$ cat config.mk
export PLATFORM = sky130hd
export DESIGN_NAME = cadc_core
export DESIGN_NICKNAME = d
export VERILOG_FILES = /design/src/core/cadc_pkg.sv /design/src/core/cadc_core.sv /design/src/core/cadc_mem.sv /design/src/core/cadc_buf.sv
export VERILOG_INCLUDE_DIRS = /design/src /design/src/core
export SDC_FILE = /design/constraint.sdc
export NUM_CORES = 1
export LEC_CHECK = 0
export ABC_AREA = 1
export BUFFER_PORTS_ARGS = -buffer_cell sky130_fd_sc_hd__buf_2
export CORE_MARGIN = 3
export CORE_UTILIZATION = 65
export DETAILED_ROUTE_END_ITERATION = 10
export PLACE_DENSITY = 0.93
export REMOVE_ABC_BUFFERS = 1
export SYNTH_ARGS = -nofsm -noshare
export SYNTH_HDL_FRONTEND = slang
export SYNTH_SLANG_ARGS = --single-unit
$ cat constraint.sdc
create_clock -name sys_clk_i -period 4 [get_ports sys_clk_i]
set_input_delay 0.8 -clock sys_clk_i [delete_from_list [all_inputs] [get_ports sys_clk_i]]
set_output_delay 0.8 -clock sys_clk_i [all_outputs]
set_load 0.05 [all_outputs]
$ cat src/core/cadc_consts.svh
// timing and coding constants for the clocked converter core
`ifndef CADC_CONSTS_SVH
`define CADC_CONSTS_SVH

`define CADC_CLK_PERIOD_PS      5000
`define CADC_CONVERT_TIME_NS    1000
`define CADC_MIN_CLOCK_NS       500
`define CADC_VALID_DELAY_NS     100
// latency and spacing round down, inactive time rounds up
`define CADC_CONVERT_CYC        ((`CADC_CONVERT_TIME_NS * 1000) / `CADC_CLK_PERIOD_PS)
`define CADC_MIN_CLOCK_CYC      ((`CADC_MIN_CLOCK_NS * 1000) / `CADC_CLK_PERIOD_PS)
`define CADC_VALID_DELAY_CYC    ((`CADC_VALID_DELAY_NS * 1000 + `CADC_CLK_PERIOD_PS - 1) / `CADC_CLK_PERIOD_PS)
`define CADC_DEF_WIDTH          12
`define CADC_DEF_TWOS           1'b0
`define CADC_DEF_OFFSET         32'h0000_0000
`define CADC_DEF_RANGE_SHIFT    0

`endif

$ cat src/core/cadc_pkg.sv
// types for the clocked converter core
package cadc_pkg;
  typedef enum logic {
    CADC_CODE_OFFSET_BIN,
    CADC_CODE_TWOS
  } cadc_coding_t;
endpackage

$ cat src/core/cadc_core.sv
// clocked converter core: start, overlap tracking, result and valid timing
// Function
// - the result bus width is a parameter from 1 to 32 bits.
// - a conversion starts only on a rising edge of the conversion clock input.
// - the input sample is taken at that same edge and is what gets converted.
// - the result bus updates exactly one latency (1 us default) after its start.
// - at each update the valid strobe drops and returns high after 100 ns by default.
// - a new start is taken before the last completes if later than the minimum period.
// - an edge sooner than the minimum period after the last start is ignored.
// - the minimum period is always configured below the conversion latency.
// - results are offset binary by default, two's complement when selected.
// - codes are scaled by an input offset (default 0) and range (default 1).
`timescale 1ns/1ps
`default_nettype none
`include "cadc_consts.svh"
module cadc_core #(
  parameter int DW          = `CADC_DEF_WIDTH,
  parameter int CONV_CYC    = `CADC_CONVERT_CYC,
  parameter int MINCLK_CYC  = `CADC_MIN_CLOCK_CYC,
  parameter int VALID_CYC   = `CADC_VALID_DELAY_CYC,
  parameter int RANGE_SHIFT = `CADC_DEF_RANGE_SHIFT
) (
  input  wire logic                   sys_clk_i,
  input  wire logic                   rst_b_i,
  input  wire logic                   conv_clk_i,
  input  wire logic [31:0]            sample_i,
  input  wire logic [31:0]            offset_i,
  input  wire cadc_pkg::cadc_coding_t coding_i,
  input  wire logic                   sink_ready_i,
  output logic      [DW-1:0]          data_o,
  output logic                        data_valid_o,
  output logic                        start_taken_o,
  output logic                        start_dropped_o,
  output logic                        word_o,
  output logic      [DW-1:0]          word_data_o
);
  localparam int AW   = 2;
  localparam int DEP  = 2 ** AW;
  localparam int TW   = 16;
  localparam int CW   = 16;

  // elaboration checks: widths, spacing below latency, pending depth
  if (DW < 1 || DW > 32) begin : g_bad_dw
    $error("result width out of range");
  end
  if (MINCLK_CYC >= CONV_CYC || MINCLK_CYC < 1) begin : g_bad_min
    $error("minimum period must be below conversion latency");
  end
  if ((CONV_CYC + MINCLK_CYC - 1) / MINCLK_CYC > DEP) begin : g_bad_dep
    $error("too many conversions in flight for the store");
  end
  if (CONV_CYC >= 2 ** TW - 2 || VALID_CYC < 1 || VALID_CYC >= 2 ** CW) begin : g_bad_cnt
    $error("timing counts do not fit");
  end

  logic              conv_clk_q_r;
  logic              rise;
  logic [CW-1:0]     space_cnt_r;
  logic              armed_r;
  logic              accept;
  logic [TW-1:0]     now_r;
  logic [AW-1:0]     wr_ptr_r;
  logic [AW-1:0]     rd_ptr_r;
  logic [AW:0]       pend_r;
  logic [31:0]       sample_adj;
  logic [DW-1:0]     code;
  logic [DW+TW-1:0]  mem_wr;
  logic [DW+TW-1:0]  mem_rd;
  logic [TW-1:0]     due_t;
  logic [DW-1:0]     due_code;
  logic              mem_valid_r;
  logic              due;
  logic              buf_in_ready;
  logic              buf_out_valid;
  logic [DW-1:0]     buf_out_data;
  logic              pop_buf;
  logic [CW-1:0]     valid_cnt_r;

  // edge of conversion clock, seen in the system clock
  always_ff @(posedge sys_clk_i or negedge rst_b_i) begin
    if (!rst_b_i) begin
      conv_clk_q_r <= 1'b0;
    end else begin
      conv_clk_q_r <= conv_clk_i;
    end
  end
  assign rise = conv_clk_i && !conv_clk_q_r;

  // spacing guard: edges inside minimum period are discarded
  assign accept = rise && armed_r && (pend_r != (AW+1)'(DEP));

  always_ff @(posedge sys_clk_i or negedge rst_b_i) begin
    if (!rst_b_i) begin
      space_cnt_r <= '0;
      armed_r     <= 1'b1;
    end else if (accept) begin
      space_cnt_r <= CW'(MINCLK_CYC - 1);
      armed_r     <= 1'b0;
    end else if (space_cnt_r != '0) begin
      space_cnt_r <= space_cnt_r - CW'(1);
    end else begin
      armed_r     <= 1'b1;
    end
  end

  always_ff @(posedge sys_clk_i or negedge rst_b_i) begin
    if (!rst_b_i) begin
      start_taken_o   <= 1'b0;
      start_dropped_o <= 1'b0;
    end else begin
      start_taken_o   <= accept;
      start_dropped_o <= rise && !accept;
    end
  end

  // scaling: subtract offset, shift by range, then code the result
  assign sample_adj = (sample_i - offset_i) >>> RANGE_SHIFT;
  always_comb begin
    code = sample_adj[31 -: DW];
    if (coding_i == cadc_pkg::CADC_CODE_OFFSET_BIN) begin
      code[DW-1] = ~code[DW-1];
    end
  end

  // free-running timebase; each start stores its due time
  always_ff @(posedge sys_clk_i or negedge rst_b_i) begin
    if (!rst_b_i) begin
      now_r <= '0;
    end else begin
      now_r <= now_r + TW'(1);
    end
  end

  // due time stored one cycle early to cover the result bus output register
  assign mem_wr = {now_r + TW'(CONV_CYC - 1), code};

  cadc_mem #(
    .DW(DW + TW),
    .AW(AW)
  ) u_mem (
    .sys_clk_i (sys_clk_i),
    .wr_en_i   (accept),
    .wr_addr_i (wr_ptr_r),
    .wr_data_i (mem_wr),
    .rd_addr_i (rd_ptr_r),
    .rd_data_o (mem_rd)
  );
  assign due_t    = mem_rd[DW+TW-1:DW];
  assign due_code = mem_rd[DW-1:0];

  // read data lags a cycle after pointer moves or writes
  always_ff @(posedge sys_clk_i or negedge rst_b_i) begin
    if (!rst_b_i) begin
      mem_valid_r <= 1'b0;
    end else begin
      // a write behind a pending entry leaves the read word alone
      mem_valid_r <= (pend_r != '0) && !due;
    end
  end
  assign due = mem_valid_r && (pend_r != '0) && (due_t == now_r);

  always_ff @(posedge sys_clk_i or negedge rst_b_i) begin
    if (!rst_b_i) begin
      wr_ptr_r <= '0;
      rd_ptr_r <= '0;
      pend_r   <= '0;
    end else begin
      if (accept) begin
        wr_ptr_r <= wr_ptr_r + AW'(1);
      end
      if (due) begin
        rd_ptr_r <= rd_ptr_r + AW'(1);
      end
      pend_r <= pend_r + (AW+1)'(accept) - (AW+1)'(due);
    end
  end

  // results queue for the capturing logic; a stall past two results drops the newest
  cadc_buf #(
    .DW(DW)
  ) u_buf (
    .sys_clk_i   (sys_clk_i),
    .rst_b_i     (rst_b_i),
    .in_valid_i  (due),
    .in_ready_o  (buf_in_ready),
    .in_data_i   (due_code),
    .out_valid_o (buf_out_valid),
    .out_ready_i (pop_buf),
    .out_data_o  (buf_out_data)
  );
  assign pop_buf = sink_ready_i && !word_o;

  always_ff @(posedge sys_clk_i or negedge rst_b_i) begin
    if (!rst_b_i) begin
      word_o      <= 1'b0;
      word_data_o <= '0;
    end else begin
      word_o <= buf_out_valid && pop_buf;
      if (buf_out_valid && pop_buf) begin
        word_data_o <= buf_out_data;
      end
    end
  end

  // result bus and valid strobe track the due instant directly
  always_ff @(posedge sys_clk_i or negedge rst_b_i) begin
    if (!rst_b_i) begin
      data_o <= '0;
    end else if (due) begin
      data_o <= due_code;
    end
  end

  always_ff @(posedge sys_clk_i or negedge rst_b_i) begin
    if (!rst_b_i) begin
      data_valid_o <= 1'b1;
      valid_cnt_r  <= '0;
    end else if (due) begin
      data_valid_o <= 1'b0;
      valid_cnt_r  <= CW'(VALID_CYC - 1);
    end else if (valid_cnt_r != '0) begin
      valid_cnt_r  <= valid_cnt_r - CW'(1);
    end else begin
      data_valid_o <= 1'b1;
    end
  end

  // converter cannot wait: a sink stalled past two results loses the newest
  logic unused_ready;
  assign unused_ready = buf_in_ready;
endmodule
`default_nettype wire

$ cat src/core/cadc_mem.sv
// small in-flight store: result code and due time per pending conversion
`timescale 1ns/1ps
`default_nettype none
module cadc_mem #(
  parameter int DW = 32,
  parameter int AW = 2
) (
  input  wire logic          sys_clk_i,
  input  wire logic          wr_en_i,
  input  wire logic [AW-1:0] wr_addr_i,
  input  wire logic [DW-1:0] wr_data_i,
  input  wire logic [AW-1:0] rd_addr_i,
  output logic      [DW-1:0] rd_data_o
);
  logic [DW-1:0] mem [2**AW];

  always_ff @(posedge sys_clk_i) begin
    if (wr_en_i) begin
      mem[wr_addr_i] <= wr_data_i;
    end
  end

  always_ff @(posedge sys_clk_i) begin
    rd_data_o <= mem[rd_addr_i];
  end
endmodule
`default_nettype wire

$ cat src/core/cadc_buf.sv
// two-entry valid/ready buffer on the result path
`timescale 1ns/1ps
`default_nettype none
module cadc_buf #(
  parameter int DW = 12
) (
  input  wire logic          sys_clk_i,
  input  wire logic          rst_b_i,
  input  wire logic          in_valid_i,
  output logic               in_ready_o,
  input  wire logic [DW-1:0] in_data_i,
  output logic               out_valid_o,
  input  wire logic          out_ready_i,
  output logic      [DW-1:0] out_data_o
);
  logic [DW-1:0] slot_r [2];
  logic          rd_ptr_r;
  logic          wr_ptr_r;
  logic [1:0]    cnt_r;
  logic          push;
  logic          pop;

  assign push        = in_valid_i && (cnt_r != 2'h2);
  assign pop         = out_valid_o && out_ready_i;
  assign in_ready_o  = (cnt_r != 2'h2);
  assign out_valid_o = (cnt_r != 2'h0);
  assign out_data_o  = slot_r[rd_ptr_r];

  always_ff @(posedge sys_clk_i) begin
    if (push) begin
      slot_r[wr_ptr_r] <= in_data_i;
    end
  end

  always_ff @(posedge sys_clk_i or negedge rst_b_i) begin
    if (!rst_b_i) begin
      rd_ptr_r <= 1'b0;
      wr_ptr_r <= 1'b0;
      cnt_r    <= 2'h0;
    end else begin
      if (push) begin
        wr_ptr_r <= ~wr_ptr_r;
      end
      if (pop) begin
        rd_ptr_r <= ~rd_ptr_r;
      end
      cnt_r <= cnt_r + {1'b0, push} - {1'b0, pop};
    end
  end
endmodule
`default_nettype wire

==> flow_metrics.tcl <==
set metrics [dict create \
    outcome "completed" \
    yosysMostFrequentCell "nand2_1" \
    whs_ps 411.5 \
    synth_flop_cell "edfxtp_1" \
    end_kind "flop" \
    critPathKind "flop to flop" \
    required_ps 4130 \
    cts_tree "built" \
    holdBufCountCts 0 \
    cts.sink_count 254 \
    crit_chain "inv_1 -> nor2_1 -> inv_1 -> nand2_1 -> nand3b_1 -> nor2_1 -> nand4_1 -> nor2_1" \
    first_pass_iters 5 \
    crit_cells 8 \
    ctsHtreeMaxLevel 1 \
    finalHoldViolCount 0 \
    remaining_drc_errors 0 \
    grt_usage 0.2606 \
    ys_warn_count 0 \
    synth_commonest_cells "299 x nand2_1, 238 x nor2_1, 194 x inv_1, 136 x edfxtp_1, 88 x dfrtp_1" \
    fin_skew_ps 10.78 \
    drv_cap 0 \
    async_flop_share 0.3543 \
    critPathSlowestCell "nor2_1" \
    routabilityCongestion 0.9263 \
    rows 50 \
    fmax_mhz 371.1 \
    crit-reg2reg-launch "now_r[0]$_DFF_PN0_" \
    synth_area_leaders "edfxtp_1 33%, dfrtp_1 18%, nand2_1 9.0%, nor2_1 7.2%, inv_1 5.8%" \
    path_clk_slew_ps 60 \
    clkLatencyLatePin_ps 510 \
    rsz0062_at_grt "false" \
    synth.yosys.seq_area_share 0.5526 \
    hp-start "conv_clk_i" \
    fill_cells 1183 \
    drtIter0Drc 794 \
    power.density_nw_per_um2 423.4 \
    period_minus_slack_ps 2695 \
    final_area_um2 13920 \
    seqCellArea_um2 6899 \
    place_ws_ps 1369 \
    r2r_setup_slack_ps 1300 \
    worst_path_largest_cell_delay_ps 880 \
    nets 1621 \
    synth_area_um2 12490 \
    first_global_vias 9542 \
    ir_drop_v 0.0002553 \
    syn_to_final_growth_pct 11.51 \
    finalCritPeriodShare 0.6738 \
    slew_headroom 0.2576 \
    rr_worst_depth 8 \
    worstPathMaxFanout 12 \
    post_cts_buffers 0 \
    syn_avg_cell_area_um2 8.868 \
    placed_cell_area_um2 13170 \
    portBuffers 96 \
    slew_violations 0 \
    synth_top_area_frac 0.3271 \
    clk_path_buf_depth 3 \
    worstHoldEndpoint "conv_clk_q_r$_DFF_PN0_" \
    yosysTopAreaCell "edfxtp_1" \
    tns_ps 0 \
    io_pins 97 \
    initial_core_util 0.6653 \
    antenna_found_initial 0 \
    core-area_um2 18770 \
    grt-ovfl-total 0 \
    cpLargestDelayFamily "simple AND/OR/NAND/NOR gates" \
    crit_path_frequent_cell "nor2_1" \
    die_w_um 144.6 \
    layout-drive-gt1-share 0.1115 \
    grt_pass1_wl_um 44490 \
    startpoint_type "flop" \
    dp_hpwl_um 18610 \
    num_vias 9920 \
    postRouteAntennaNets 0 \
    power_leakage_uw 0.006680 \
    use_met2 0.4492 \
    ys_ff_latch 254 \
    dieHeight_um 144.6 \
    multi_input_area_um2 4666 \
    synth_cell_types 40 \
    avgViaCountPerCell 5.640 \
    cp_num_buf_inv 2 \
    min-delay-path-class "primary input to flop" \
    r2r_end "u_buf.slot_r[1][6]$_DFFE_PP_" \
    root_buffer "clkbuf_16" \
    cts_resized 0 \
    grt_max_degree 91 \
    worst_pin_slew_ps 1114 \
    wl_per_cell_um 15.55 \
    grt_util_met1 0.3406 \
    setup_viol 0 \
    worst_ep_arrival_time_ps 2820 \
    syn_inst 1408 \
    n_antenna_cell 0 \
    worstHoldPathCells 1 \
    use_met3 0.03836 \
    die_area_um2 20910 \
    cts_buffers 24 \
    synth-edff-count 136 \
    finalWirelength_um 27340 \
    top_usage_layer "met2" \
    fin_ws_ps 1305 \
]
logic make-up after synthesis:
logic type,share of synthesized area
buffers and inverters,0.07456
adder cells (fa/ha/maj),0.04570
AO/OA/AOI/OAI,0.07005
AND/OR/NAND/NOR,0.2158
XOR/XNOR,0.04139
flip-flops,0.5526
cell usage in the layout, fill, tap and decap left out, types with 3 or more instances in the layout:
cell type and instances:
or2_2 3, a31oi_1 12, xor2_1 48, clkbuf_1 9, nand3b_1 4, o21ai_0 67, nand2_2 4, inv_2 8
nand3_1 52, o22ai_1 28, and3_1 3, dfxtp_1 28, nor4_1 6, nand4_1 12, ha_1 44, inv_1 194
nor3_1 21, xnor2_1 11, clkinv_2 3, buf_2 95, nor2_2 7, clkbuf_16 25, a21oi_1 43, and2_1 3
o21bai_1 7, buf_4 10, dfrtp_1 88, nor2_1 234, edfxtp_1 136, clkbuf_8 5, nand2_1 299
how the worst max path moves through the flow:
stage                                         endpoint  slack [ps]                from
after floorplan              u_mem.mem[0][0]$_DFFE_PP_        1240          conv_clk_i
after global placement       u_mem.mem[3][9]$_DFFE_PP_        1520        offset_i[20]
after detailed placement  u_buf.slot_r[1][1]$_DFFE_PP_        1370  now_r[0]$_DFF_PN0_
after CTS                 u_buf.slot_r[1][8]$_DFFE_PP_        1320  now_r[0]$_DFF_PN0_
after global routing      u_buf.slot_r[1][4]$_DFFE_PP_        1180  now_r[0]$_DFF_PN0_
final                     u_buf.slot_r[1][6]$_DFFE_PP_        1300  now_r[0]$_DFF_PN0_
stage by stage:
step,utilization,cells,power [uW]
2_1_floorplan,-,1376,3543
3_3_place_gp,0.7017,1715,3754
3_5_place_dp,0.7017,1715,3783
4_1_cts,0.7419,1759,5916
5_1_grt,0.7419,1759,6115
6_report,0.7419,1759,5895
registers in the layout, summed over array words and instances (netlist names), 2 cells and up:
signal / flops
u_buf.cnt_r: 2
rd_ptr_r: 2
u_mem.rd_data_o: 28
space_cnt_r: 16
now_r: 16
u_buf.slot_r: 24
word_data_o: 12
valid_cnt_r: 16
u_mem.mem: 112
pend_r: 3
wr_ptr_r: 2
data_o: 12
power by group:
| group | internal, uW | switching [uW] | leakage (uW) |
|---|---|---|---|
| Clock | 1240 | 913 | 0.000372 |
| Combinational | 238 | 591 | 0.00376 |
| Sequential | 2840 | 67.6 | 0.00255 |
| Total | 4320 | 1570 | 0.00668 |
per-layer routing:
layer | vias up | wire length, um
li1 | 4738 | -
met1 | 4647 | 11400
met2 | 468 | 13330
met3 | 67 | 1927
met4 | 0 | 683
met5 | - | 0
final cells by class:
type,count,area share
Tap cell,234,0.02103
Sequential cell,254,0.4955
Multi-Input combinational cell,919,0.3351
Timing Repair Buffer,105,0.03954
Clock buffer,39,0.05230
Clock inverter,5,0.001797
Inverter,203,0.05473
worst register-to-register path, delay by kind of cell, from the launching register on:
kind                   cells  cell delay [ps]
buffers and inverters      2              310
AND/OR/NAND/NOR            6             1600
flip-flops                 1              410
No activity file was read; power rests on OpenSTA's default activity.
